**config.mk**
```make
export PLATFORM = sky130hd
export DESIGN_NAME = dmr_mode_regs
export DESIGN_NICKNAME = d
export VERILOG_FILES = /design/src/common/dmr_pkg.sv /design/src/common/dmr_burst_if.sv /design/src/rtl/dmr_burst_seq.sv /design/src/rtl/dmr_mode_regs.sv
export VERILOG_INCLUDE_DIRS = /design/src /design/src/common
export SDC_FILE = /design/constraint.sdc
export NUM_CORES = 1
export LEC_CHECK = 0
export BUFFER_PORTS_ARGS = -buffer_cell sky130_fd_sc_hd__buf_2
export CORE_MARGIN = 5
export CORE_UTILIZATION = 49
export CTS_CLUSTER_DIAMETER = 200
export DETAILED_ROUTE_END_ITERATION = 10
export HOLD_SLACK_MARGIN = 0.03
export PLACE_DENSITY = 0.76
export SYNTH_ARGS = -nofsm -noshare
export SYNTH_HDL_FRONTEND = slang
export SYNTH_SLANG_ARGS = --single-unit
```
**constraint.sdc**
```tcl
create_clock -name core_clk_i -period 1.9 [get_ports core_clk_i]
set_input_delay 0.19 -clock core_clk_i [delete_from_list [all_inputs] [get_ports core_clk_i]]
set_output_delay 0.19 -clock core_clk_i [all_outputs]
set_load 0.005 [all_outputs]
```
**src/common/dmr_defines.svh**
```systemverilog
/*
 * Constants of the mode register bank: command decode, field positions,
 * calibration codes and timing counts.
 * Assumes a 40 MHz core clock.
 */
`ifndef DMR_DEFINES_SVH
`define DMR_DEFINES_SVH

`define DMR_ADDR_W          13
`define DMR_SEL_MAIN        2'h0
`define DMR_SEL_EXT1        2'h1
`define DMR_SEL_EXT2        2'h2
`define DMR_SEL_EXT3        2'h3

`define DMR_BL_LSB          0
`define DMR_BT_BIT          3
`define DMR_CL_LSB          4
`define DMR_TM_BIT          7
`define DMR_DLLRST_BIT      8
`define DMR_WR_LSB          9

`define DMR_DLLDIS_BIT      0
`define DMR_RDRV_BIT        1
`define DMR_TERM0_BIT       2
`define DMR_AL_LSB          3
`define DMR_TERM1_BIT       6
`define DMR_CAL_LSB         7
`define DMR_NDQS_BIT        10

`define DMR_DCC_BIT         3
`define DMR_HTSR_BIT        7

`define DMR_CAL_EXIT        3'h0
`define DMR_CAL_DRV1        3'h1
`define DMR_CAL_DRV0        3'h2
`define DMR_CAL_ADJ         3'h4
`define DMR_CAL_DFLT        3'h7

`define DMR_BL_4            3'h2
`define DMR_BL_8            3'h3

`define DMR_STEP_MAX        4'hf
`define DMR_STEP_DFLT       4'h8

`define DMR_DLL_LOCK_CYC    200

`endif

```
**src/common/dmr_pkg.sv**
```systemverilog
/*
 * Types of the mode register bank.
 * Assumes dmr_defines.svh is available on the include path.
 */
package dmr_pkg;
    typedef enum logic [1:0] {
        DMR_DRV_OFF,
        DMR_DRV_ONE,
        DMR_DRV_ZERO
    } dmr_drv_t;

    typedef enum logic [1:0] {
        DMR_CAL_IDLE,
        DMR_CAL_ADJ_WAIT
    } dmr_cal_st_t;
endpackage : dmr_pkg

```
**src/common/dmr_burst_if.sv**
```systemverilog
/*
 * Carrier between the register bank and its burst address sequencer.
 * Assumes one clock domain; all signals are levels.
 */
`timescale 1ns/1ps
interface dmr_burst_if;
    logic       len8;
    logic       interleave;
    logic [2:0] start;
    logic [2:0] beat;
    logic [2:0] col;

    modport bank (output len8, output interleave, output start,
                  output beat, input col);
    modport seq  (input len8, input interleave, input start,
                  input beat, output col);
endinterface : dmr_burst_if

```
**src/rtl/dmr_burst_seq.sv**
```systemverilog
/*
 * Burst column ordering: returns the low column bits of a given beat.
 * Assumes the caller holds start, beat and mode steady for the lookup.
 */
`timescale 1ns/1ps
module dmr_burst_seq
    import dmr_pkg::*;
(
    dmr_burst_if.seq bi
);
    logic [2:0] seq_col;
    logic [1:0] low_sum;

    always_comb
    begin
        low_sum = bi.start[1:0] + bi.beat[1:0];
        // Sequential wraps within a group of four, then the other group
        seq_col = {bi.start[2] ^ bi.beat[2], low_sum};
        if (!bi.len8)
        begin
            seq_col[2] = bi.start[2];
        end
    end

    always_comb
    begin
        if (bi.interleave)
        begin
            bi.col = bi.start ^ (bi.len8 ? bi.beat
                                         : {1'b0, bi.beat[1:0]});
        end
        else
        begin
            bi.col = seq_col;
        end
    end
endmodule : dmr_burst_seq

```
**src/rtl/dmr_mode_regs.sv**
```systemverilog
/*
 * Mode register bank of a four-bank DDR2 device: command decode, the four
 * mode registers, field outputs, calibration drive modes, strength steps,
 * DLL lock counting and burst ordering lookup.
 * Assumes command pins arrive from the pad ring asynchronous to core_clk_i
 * and are synchronised here; the controller keeps its own timing rules.
 */
// Notes on behaviour
// - Command lows with CKE high and both bank bits low load the main register.
// - Registers may be rewritten anytime while banks idle.
// - Main fields: burst length, burst type, read latency; no half clocks.
// - Main A7 is test mode, written low; A8 requests DLL reset.
// - Burst of four: sequential wraps modulo four, interleave XORs.
// - Burst of eight: sequential wraps inside group of four; interleave XORs.
// - Leaving self refresh re-enables the DLL automatically.
// - Extended register one loads with bank bit one low, bit zero high.
// - Extended one fields: DLL off, drive, latency, calibration, strobe, term.
// - Extended two loads with bank bits 1,0 = 1,0; A7 hot refresh, A3 DCC.
// - Drive-1 drives data and strobe high; Drive-0 drives them low.
// - Calibration codes: exit, drive-1, drive-0, adjust, default.
// - Both bank bits high selects extended register three.
// - Strength spans sixteen steps; codes beyond limits change nothing.
`timescale 1ns/1ps
`include "dmr_defines.svh"
module dmr_mode_regs
    import dmr_pkg::*;
#(
    parameter int ADDR_W   = `DMR_ADDR_W,
    parameter int LOCK_CYC = `DMR_DLL_LOCK_CYC
)
(
    // Clock, reset, enable
    input  wire logic              core_clk_i,
    input  wire logic              rst_n_i,
    input  wire logic              clk_en_i,
    // Command pins
    input  wire logic              cs_n_i,
    input  wire logic              ras_n_i,
    input  wire logic              cas_n_i,
    input  wire logic              we_n_i,
    input  wire logic              cke_i,
    input  wire logic              bank_select_0_i,
    input  wire logic              bank_select_1_i,
    input  wire logic [ADDR_W-1:0] addr_i,
    // Events from the core
    input  wire logic              self_refresh_exit_i,
    input  wire logic              cal_beat_i,
    input  wire logic [3:0]        cal_code_i,
    input  wire logic [2:0]        burst_start_i,
    input  wire logic [2:0]        burst_beat_i,
    // Register contents
    output logic [ADDR_W-1:0]      main_mode_o,
    output logic [ADDR_W-1:0]      ext_one_o,
    output logic [ADDR_W-1:0]      ext_two_o,
    output logic [ADDR_W-1:0]      ext_three_o,
    // Decoded fields
    output logic [2:0]             burst_len_o,
    output logic                   interleave_o,
    output logic [2:0]             read_latency_o,
    output logic                   test_mode_o,
    output logic [2:0]             write_recovery_o,
    output logic [2:0]             additive_latency_o,
    output logic                   reduced_drive_o,
    output logic [1:0]             on_die_termination_o,
    output logic                   strobe_n_disable_o,
    output logic                   hot_refresh_o,
    output logic                   duty_cycle_corrector_o,
    // DLL and driver state, burst column
    output logic                   dll_enable_o,
    output logic                   dll_reset_o,
    output logic                   dll_locked_o,
    output logic                   drive_en_o,
    output logic                   dq_level_o,
    output logic                   dqs_level_o,
    output logic                   dqs_n_level_o,
    output logic [3:0]             pullup_step_o,
    output logic [3:0]             pulldown_step_o,
    output logic [2:0]             burst_col_o
);
    initial
    begin
        if (ADDR_W != 13 || LOCK_CYC < 1 || LOCK_CYC > 65535)
        begin
            $error("dmr_mode_regs: unsupported parameters");
        end
    end

    // ------------------------------------------------------------
    // Pin synchronisers
    // ------------------------------------------------------------
    localparam int PW = ADDR_W + 7;
    logic [PW-1:0] pin_meta;
    logic [PW-1:0] pin_sync;
    logic [PW-1:0] pin_raw;

    assign pin_raw = {cs_n_i, ras_n_i, cas_n_i, we_n_i, cke_i,
                      bank_select_1_i, bank_select_0_i, addr_i};

    always_ff @(posedge core_clk_i or negedge rst_n_i)
    begin
        if (!rst_n_i)
        begin
            pin_meta <= '1;
            pin_sync <= '1;
        end
        else if (clk_en_i)
        begin
            pin_meta <= pin_raw;
            pin_sync <= pin_meta;
        end
    end

    logic              s_cs_n;
    logic              s_ras_n;
    logic              s_cas_n;
    logic              s_we_n;
    logic              s_cke;
    logic [1:0]        s_bank;
    logic [ADDR_W-1:0] s_addr;

    assign {s_cs_n, s_ras_n, s_cas_n, s_we_n, s_cke, s_bank, s_addr} =
        pin_sync;

    // ------------------------------------------------------------
    // Command decode and register load
    // ------------------------------------------------------------
    logic load_cmd;
    assign load_cmd = !s_cs_n && !s_ras_n && !s_cas_n && !s_we_n
                      && s_cke;

    logic [ADDR_W-1:0] next_main;
    logic [ADDR_W-1:0] next_ext1;
    logic [ADDR_W-1:0] next_ext2;
    logic [ADDR_W-1:0] next_ext3;

    always_comb
    begin
        next_main = main_mode_o;
        next_ext1 = ext_one_o;
        next_ext2 = ext_two_o;
        next_ext3 = ext_three_o;
        if (load_cmd)
        begin
            unique case (s_bank)
                `DMR_SEL_MAIN: next_main = s_addr;
                `DMR_SEL_EXT1: next_ext1 = s_addr;
                `DMR_SEL_EXT2: next_ext2 = s_addr;
                `DMR_SEL_EXT3: next_ext3 = s_addr;
            endcase
        end
    end

    always_ff @(posedge core_clk_i or negedge rst_n_i)
    begin
        if (!rst_n_i)
        begin
            main_mode_o <= '0;
            ext_one_o   <= '0;
            ext_two_o   <= '0;
            ext_three_o <= '0;
        end
        else if (clk_en_i)
        begin
            main_mode_o <= next_main;
            ext_one_o   <= next_ext1;
            ext_two_o   <= next_ext2;
            ext_three_o <= next_ext3;
        end
    end

    // ------------------------------------------------------------
    // Field decode
    // ------------------------------------------------------------
    assign burst_len_o      = main_mode_o[`DMR_BL_LSB +: 3];
    assign interleave_o     = main_mode_o[`DMR_BT_BIT];
    assign read_latency_o   = main_mode_o[`DMR_CL_LSB +: 3];
    assign test_mode_o      = main_mode_o[`DMR_TM_BIT];
    assign write_recovery_o = main_mode_o[`DMR_WR_LSB +: 3];
    assign additive_latency_o = ext_one_o[`DMR_AL_LSB +: 3];
    assign reduced_drive_o  = ext_one_o[`DMR_RDRV_BIT];
    assign on_die_termination_o = {ext_one_o[`DMR_TERM1_BIT],
                                   ext_one_o[`DMR_TERM0_BIT]};
    assign strobe_n_disable_o = ext_one_o[`DMR_NDQS_BIT];
    assign hot_refresh_o    = ext_two_o[`DMR_HTSR_BIT];
    assign duty_cycle_corrector_o = ext_two_o[`DMR_DCC_BIT];

    // ------------------------------------------------------------
    // DLL enable, reset and lock count
    // ------------------------------------------------------------
    logic        main_load;
    logic        ext1_load;
    logic        dll_dis_q;
    logic        next_dll_dis;
    logic [15:0] lock_cnt;
    logic [15:0] next_lock_cnt;
    logic        next_dll_rst;

    assign main_load = load_cmd && s_bank == `DMR_SEL_MAIN;
    assign ext1_load = load_cmd && s_bank == `DMR_SEL_EXT1;

    always_comb
    begin
        next_dll_dis = dll_dis_q;
        if (ext1_load)
        begin
            next_dll_dis = s_addr[`DMR_DLLDIS_BIT];
        end
        if (self_refresh_exit_i)
        begin
            next_dll_dis = 1'b0;
        end
        next_dll_rst = main_load && s_addr[`DMR_DLLRST_BIT];
        next_lock_cnt = lock_cnt;
        if (next_dll_dis || next_dll_rst || self_refresh_exit_i ||
            (dll_dis_q && !next_dll_dis))
        begin
            next_lock_cnt = '0;
        end
        else if (lock_cnt != 16'(LOCK_CYC))
        begin
            next_lock_cnt = lock_cnt + 16'h0001;
        end
    end

    always_ff @(posedge core_clk_i or negedge rst_n_i)
    begin
        if (!rst_n_i)
        begin
            dll_dis_q   <= 1'b1;
            dll_reset_o <= 1'b0;
            lock_cnt    <= '0;
        end
        else if (clk_en_i)
        begin
            dll_dis_q   <= next_dll_dis;
            dll_reset_o <= next_dll_rst;
            lock_cnt    <= next_lock_cnt;
        end
    end

    assign dll_enable_o = !dll_dis_q;
    assign dll_locked_o = lock_cnt == 16'(LOCK_CYC);

    // ------------------------------------------------------------
    // Driver calibration modes and strength steps
    // ------------------------------------------------------------
    dmr_drv_t    drv_q;
    dmr_drv_t    next_drv;
    dmr_cal_st_t cal_q;
    dmr_cal_st_t next_cal;
    logic [3:0]  pu_q;
    logic [3:0]  pd_q;
    logic [3:0]  next_pu;
    logic [3:0]  next_pd;
    logic [2:0]  cal_field;
    logic        pu_inc;
    logic        pu_dec;
    logic        pd_inc;
    logic        pd_dec;

    assign cal_field = s_addr[`DMR_CAL_LSB +: 3];

    always_comb
    begin
        pu_inc = 1'b0;
        pu_dec = 1'b0;
        pd_inc = 1'b0;
        pd_dec = 1'b0;
        unique case (cal_code_i)
            4'h1: pu_inc = 1'b1;
            4'h2: pu_dec = 1'b1;
            4'h4: pd_inc = 1'b1;
            4'h8: pd_dec = 1'b1;
            4'h5: {pu_inc, pd_inc} = 2'h3;
            4'h6: {pu_dec, pd_inc} = 2'h3;
            4'h9: {pu_inc, pd_dec} = 2'h3;
            4'ha: {pu_dec, pd_dec} = 2'h3;
            default: ;
        endcase
    end

    always_comb
    begin
        next_drv = drv_q;
        next_cal = cal_q;
        next_pu  = pu_q;
        next_pd  = pd_q;
        if (ext1_load)
        begin
            unique case (cal_field)
                `DMR_CAL_EXIT: begin next_drv = DMR_DRV_OFF;
                                     next_cal = DMR_CAL_IDLE; end
                `DMR_CAL_DRV1: next_drv = DMR_DRV_ONE;
                `DMR_CAL_DRV0: next_drv = DMR_DRV_ZERO;
                `DMR_CAL_ADJ:  next_cal = DMR_CAL_ADJ_WAIT;
                `DMR_CAL_DFLT: begin next_pu = `DMR_STEP_DFLT;
                                     next_pd = `DMR_STEP_DFLT; end
                default: ;
            endcase
        end
        else if (cal_q == DMR_CAL_ADJ_WAIT && cal_beat_i)
        begin
            // Saturate at the ends of the step range
            if (pu_inc && pu_q != `DMR_STEP_MAX) next_pu = pu_q + 4'h1;
            if (pu_dec && pu_q != 4'h0) next_pu = pu_q - 4'h1;
            if (pd_inc && pd_q != `DMR_STEP_MAX) next_pd = pd_q + 4'h1;
            if (pd_dec && pd_q != 4'h0) next_pd = pd_q - 4'h1;
        end
    end

    always_ff @(posedge core_clk_i or negedge rst_n_i)
    begin
        if (!rst_n_i)
        begin
            drv_q <= DMR_DRV_OFF;
            cal_q <= DMR_CAL_IDLE;
            pu_q  <= `DMR_STEP_DFLT;
            pd_q  <= `DMR_STEP_DFLT;
        end
        else if (clk_en_i)
        begin
            drv_q <= next_drv;
            cal_q <= next_cal;
            pu_q  <= next_pu;
            pd_q  <= next_pd;
        end
    end

    assign drive_en_o      = drv_q != DMR_DRV_OFF;
    assign dq_level_o      = drv_q == DMR_DRV_ONE;
    assign dqs_level_o     = drv_q == DMR_DRV_ONE;
    assign dqs_n_level_o   = drv_q == DMR_DRV_ZERO;
    assign pullup_step_o   = pu_q;
    assign pulldown_step_o = pd_q;

    // ------------------------------------------------------------
    // Burst ordering lookup
    // ------------------------------------------------------------
    dmr_burst_if bif ();
    assign bif.len8       = burst_len_o == `DMR_BL_8;
    assign bif.interleave = interleave_o;
    assign bif.start      = burst_start_i;
    assign bif.beat       = burst_beat_i;
    assign burst_col_o    = bif.col;

    dmr_burst_seq u_seq (
        .bi (bif)
    );
endmodule : dmr_mode_regs

```
# == Word level (Yosys, flattened, before mapping) ==
# Index checks and enable logic that the tools add are counted.
# totals
register_bits,122
input_bits,35
output_inout_bits,90
# op_classes
add_sub_neg,6
eq_ne,24
muxes,22
bitwise,2
reduce_logical,46
# ops
cell,count
2-to-1 mux 4 bit,9
2-to-1 mux 16 bit,2
AND reduction 3 bit,6
adder 16 x 1 -> 16 bit (second input constant),1
equality test 16 x 8 -> 1 bit (second input constant),1
!= test 16 x 8 -> 1 bit (second input constant),1
logical AND 1 bit,13
equality test 4 x 3 -> 1 bit (second input constant),3
equality test 4 bit (second input constant),3
OR reduction 3 bit,4
nonzero test 3 bit,3
adder 4 x 1 -> 4 bit (second input constant),2
!= test 4 bit (second input constant),2
AND reduction 4 bit,2
nonzero test 2 bit,4
nonzero test 4 bit,2
subtractor 4 x 1 -> 4 bit (second input constant),2
2-to-1 mux 1 bit,7
equality test 2 x 1 -> 1 bit (second input constant),3
equality test 2 bit (second input constant),3
equality test 3 x 2 -> 1 bit (second input constant),2
equality test 3 bit (second input constant),2
zero test 1 bit,6
2-to-1 mux 3 bit,2
other kinds (13),15

# == Depth between registers and ports, before layout ==
# logic_depth
word_depth,13
ltp_mapped,9
ltp_nobuf,9

# == By module ==
# A second synthesis with hierarchy kept.
# hier_totals
hier_cells,465
area_unflattened_um2,5589.1
# by_module_without_submodules
module,n_inst,cells_each,area_each_um2,seq_area_each_um2
dmr_mode_regs,1,458,5536.6,3081.7
dmr_burst_seq,1,7,52.6,0.0

# == Worst setup path before layout ==
# No wires, ideal clock.
# synth_path
path_kind,register to register
startpoint,"register pd_q[1], in the netlist pulldown_step_o[1]"
endpoint,"register pd_q[3], in the netlist pulldown_step_o[3]"
arrival_ps,2047
required_time_ps,1820
slack_ps,-227
stages_incl_launch_ff,9
n_path_buf,0
period_less_slack_ps,2127
path_cell_list,dfrtp_1 > nor4_1 > nor2_1 > ha_1 > a21o_1 > a21oi_1 > xor2_1 > o2bb2a_4 > o22a_1
# synth_between
elab_chain_len,5
elab_cells_between_ends,12
classes_between,2 x add/sub; 1 x eq/ne; 4 x mux; 5 x reduce/logical
# synth_rtl
element,line_no,text
start: declaration,dmr_mode_regs.sv:252,logic [3:0] pd_q;
start signal: assignment,dmr_mode_regs.sv:318,pd_q <= `DMR_STEP_DFLT;
start signal: assignment,dmr_mode_regs.sv:325,pd_q <= next_pd;
adder 4 x 1 -> 4 bit / nonzero test 4 bit (equally long branches),"dmr_mode_regs.sv:306, dmr_mode_regs.sv:307",
2-to-1 mux 4 bit / logical AND 1 bit (equally long branches),"dmr_mode_regs.sv:306, dmr_mode_regs.sv:307",
2-to-1 mux 4 bit,dmr_mode_regs.sv:307,if (pd_dec && pd_q != 4'h0) next_pd = pd_q - 4'h1;
2-to-1 mux 4 bit,dmr_mode_regs.sv:301,else if (cal_q == DMR_CAL_ADJ_WAIT && cal_beat_i)
2-to-1 mux 4 bit,dmr_mode_regs.sv:288,if (ext1_load)
# Parallel ways exist; a longest one is shown, timed or not. The select of a mux whose other input is x is not followed.
# A chain may end at the register's enable or synchronous reset.

# == Final worst setup path ==
# Ends and elaborated chain as after synthesis.

==> impl_results.md <==
* Status: complete, but fails checks
* Failing checks: negative setup slack
* Crit path kind: register to register
* Cell taking the most area after synthesis: dfrtp_1
* IO Pins at 125
* Placeable Area at 11,400 µm²
* GPL Wtd Cong at 0.893
* Clock skew at 0.00819 ns
* Min-delay worst type: primary input to register
* Clk Latency, worst-skew pair at 0.41 ns
* Post-synth top area share at 34.4%
* MaxCap Viol Count at 0
* Routed length per instance at 17.5 µm
* Unrepaired setup endpoints after global routing: yes
* Post-DP HPWL at 9.44 mm
* Initial antenna violation count at 0
* Mapped cell area at 5680 µm²
* Via count at 4,229
* CTS max path bufs at 2
* DRT Pass-1 Iters at 6
* Setup slack after layout at -0.104 ns
* Netlist cell types at 58
* Die footprint at 13,800 µm²
* Critical Path End Type: register
* Most common cell after layout, fill and taps aside: buf_2
* Place WS at -0.147 ns
* Metal3 WL at 848 µm
* Fillers at 814
* Die height at 118 µm
* EDFF count, synth at 0
* Share of layout cells above drive strength 1 at 59.2%
* PwrDens at 1020 nW/µm²
* Final hold viol count at 0
* TritonCTS Buffers at 17
* Routed vias/inst at 5.42
* Leakage power at 3.72 nW
* Gr ovfl total at 0
* Relative max-transition margin at 68.2%
* Global-route wire length before repair at 22.3 mm
* All-Layer GR Usage at 19.8%
* Top_reg_cell synth: dfrtp_1
* Clock sinks at 121
* Register bit total from synthesis at 121
* Root Buffer: clkbuf_16
* DR DRC count at 0
* DRC marker count from the first detailed-route iteration at 242
* Slew Viols, Final at 0
* P&R area growth vs syn at 34.4%
* Met2 wire len at 7.31 mm
* Max IR drop VDD at 1.02 mV
* Most frequent cells in the layout: buf_2 (123), mux2_2 (83), dfrtp_1 (75), dfstp_2 (43), buf_4 (43)
* Clk slew on worst S/H paths at 0.05 ns
* Die W at 118 µm
* Highest routing layer actually used: met4
* Mapped Avg Cell Area at 12.5 µm²
* Vias in the first global route at 4,393
* Register area share after synthesis at 54.3%
* Max Fanout on Critical Path at 3
* NumNets Final at 667
* Post-synthesis cell count at 455
* CP required at 2.23 ns
* Crit path DAT at 2.34 ns
* Period utilisation layout at 105%
* Async set or reset register ratio after synthesis at 100%
* Crit path time final at 2.00 ns
* Detail Route Antenna Nets at 0
* FP Rows at 39
* Largest net degree at the start of global routing at 64
* Diode count at 0
* Setup slack, reg-to-reg at -0.10 ns
* Worst-margin pin slew at 0.471 ns
* Critical Path Start Type: register
* Syn_nets at 498
* PortBufs at 124
* Fmax at 499 MHz
* Wire length on met1 at 5.29 mm
* Pwr Total at 0.00776 W
* Synth area leaders: dfrtp_1 (34%), dfstp_2 (20%), mux2_2 (17%), buf_4 (3.0%), o21ai_0 (2.7%)
* Endpoints failing setup at 1
* CTS tree: built
* Yosys warnings at 0
* Routed WL at 13.6 mm
* Starting Density at 50.0%
* CTS H-tree depth at 4
==> synthesized netlist by cell type, drive strengths merged (3+ instances only) <==
master,count
or2,5
nor2b,10
o21ai,31
buf,35
nand3,11
a21oi,8
ha,7
xor2,3
clkbuf,8
nand2,27
xnor2,5
dfrtp,78
a31oi,6
nor4,4
nand2b,3
dfstp,43
o31ai,10
mux2,92
nand4,8
nor3,9
inv,11
nor2,12
==> per-stage QoR <==
step                TNS (ns)  instances  hold WS (ns)  util [%]  instance area [µm²]
floorplan             -0.102        455        -0.106         -                 5710
global placement     -0.0717        719        0.0193      57.9                 6580
detailed placement    -0.552        719        0.0209      57.9                 6580
CTS                   -0.203        772        0.0301      65.5                 7450
global route          -0.584        780        0.0305      67.1                 7630
finish                -0.104        780        0.0412      67.1                 7630
==> worst max-delay path, cell delays in order (launching register included) <==
cell      delay (ns)
dfrtp_2         0.42
nor4_4          0.31
nor2_2          0.08
ha_1            0.27
a21o_1          0.16
a21oi_2         0.15
xor2_1          0.10
o2bb2a_4        0.24
o22a_1          0.19
==> flip-flops by register name, indices dropped and copies added (netlist names), 2 cells and up <==
register and cells:
drv_q 2, pin_sync 20, ext_two_o 13, main_mode_o 13, pulldown_step_o 4, ext_three_o 13
pullup_step_o 4, pin_meta 20, lock_cnt 16, ext_one_o 13
==> worst paths after layout <==
path | start | to | depth (start not counted)
setup / recovery | pulldown_step_o[1] | pulldown_step_o[3] | 8
hold / removal | self_refresh_exit_i | dll_dis_q | 3
setup reg to reg | pulldown_step_o[1] | pulldown_step_o[3] | 8
hold reg to reg | lock_cnt[15] | lock_cnt[15] | 1
max in group asynchronous | rst_n_i | pin_meta[2] | 3
min in group asynchronous | rst_n_i | main_mode_o[5] | 2
==> per-layer routing <==
| metal | track usage, % | vias up |
|---|---|---|
| met5 | 0 | - |
| met4 | 6.09 | 0 |
| met3 | 6.25 | 16 |
| met2 | 34.3 | 135 |
| met1 | 23.5 | 2123 |
| li1 | - | 1955 |
==> layout make-up <==
type / count / area (µm²) / area share (%)
Clock buffer: 19 / 443 / 5.80
Clock inverter: 13 / 151 / 1.98
Inverter: 11 / 41.3 / 0.541
Multi-Input combinational cell: 280 / 2450 / 32.1
Sequential cell: 121 / 3090 / 40.4
Tap cell: 143 / 179 / 2.34
Timing Repair Buffer: 193 / 1280 / 16.8
==> report_power, final <==
group / internal, W / switching [W] / leakage, nW / total [W]
clock: 0.00208 / 0.00112 / 0.297 / 0.00320
sequential: 0.00303 / 0.000289 / 1.51 / 0.00332
combinational: 0.000719 / 0.000526 / 1.91 / 0.00125
==> kinds of logic after synthesis <==
family / after synthesis / share of synthesized area (%)
DFF: 121 / 54.3
and+or+nand+nor: 100 / 9.80
muxes: 92 / 18.7
AOI/OAI and AO/OA: 72 / 8.35
buffers and inverters: 54 / 5.77
xor gates and xnor gates: 8 / 1.23
adders and majority gates: 8 / 1.89
==> what timing repair did <==
action,CTS,global route
endpoints found under the hold margin,96,1
setup buffers,3,7
pin swaps,13,19
setup endpoints to repair,39,36
gates resized for setup,11,29
hold buffers,17,1
cloned,1,0
(Power assumes the default switching activity.)
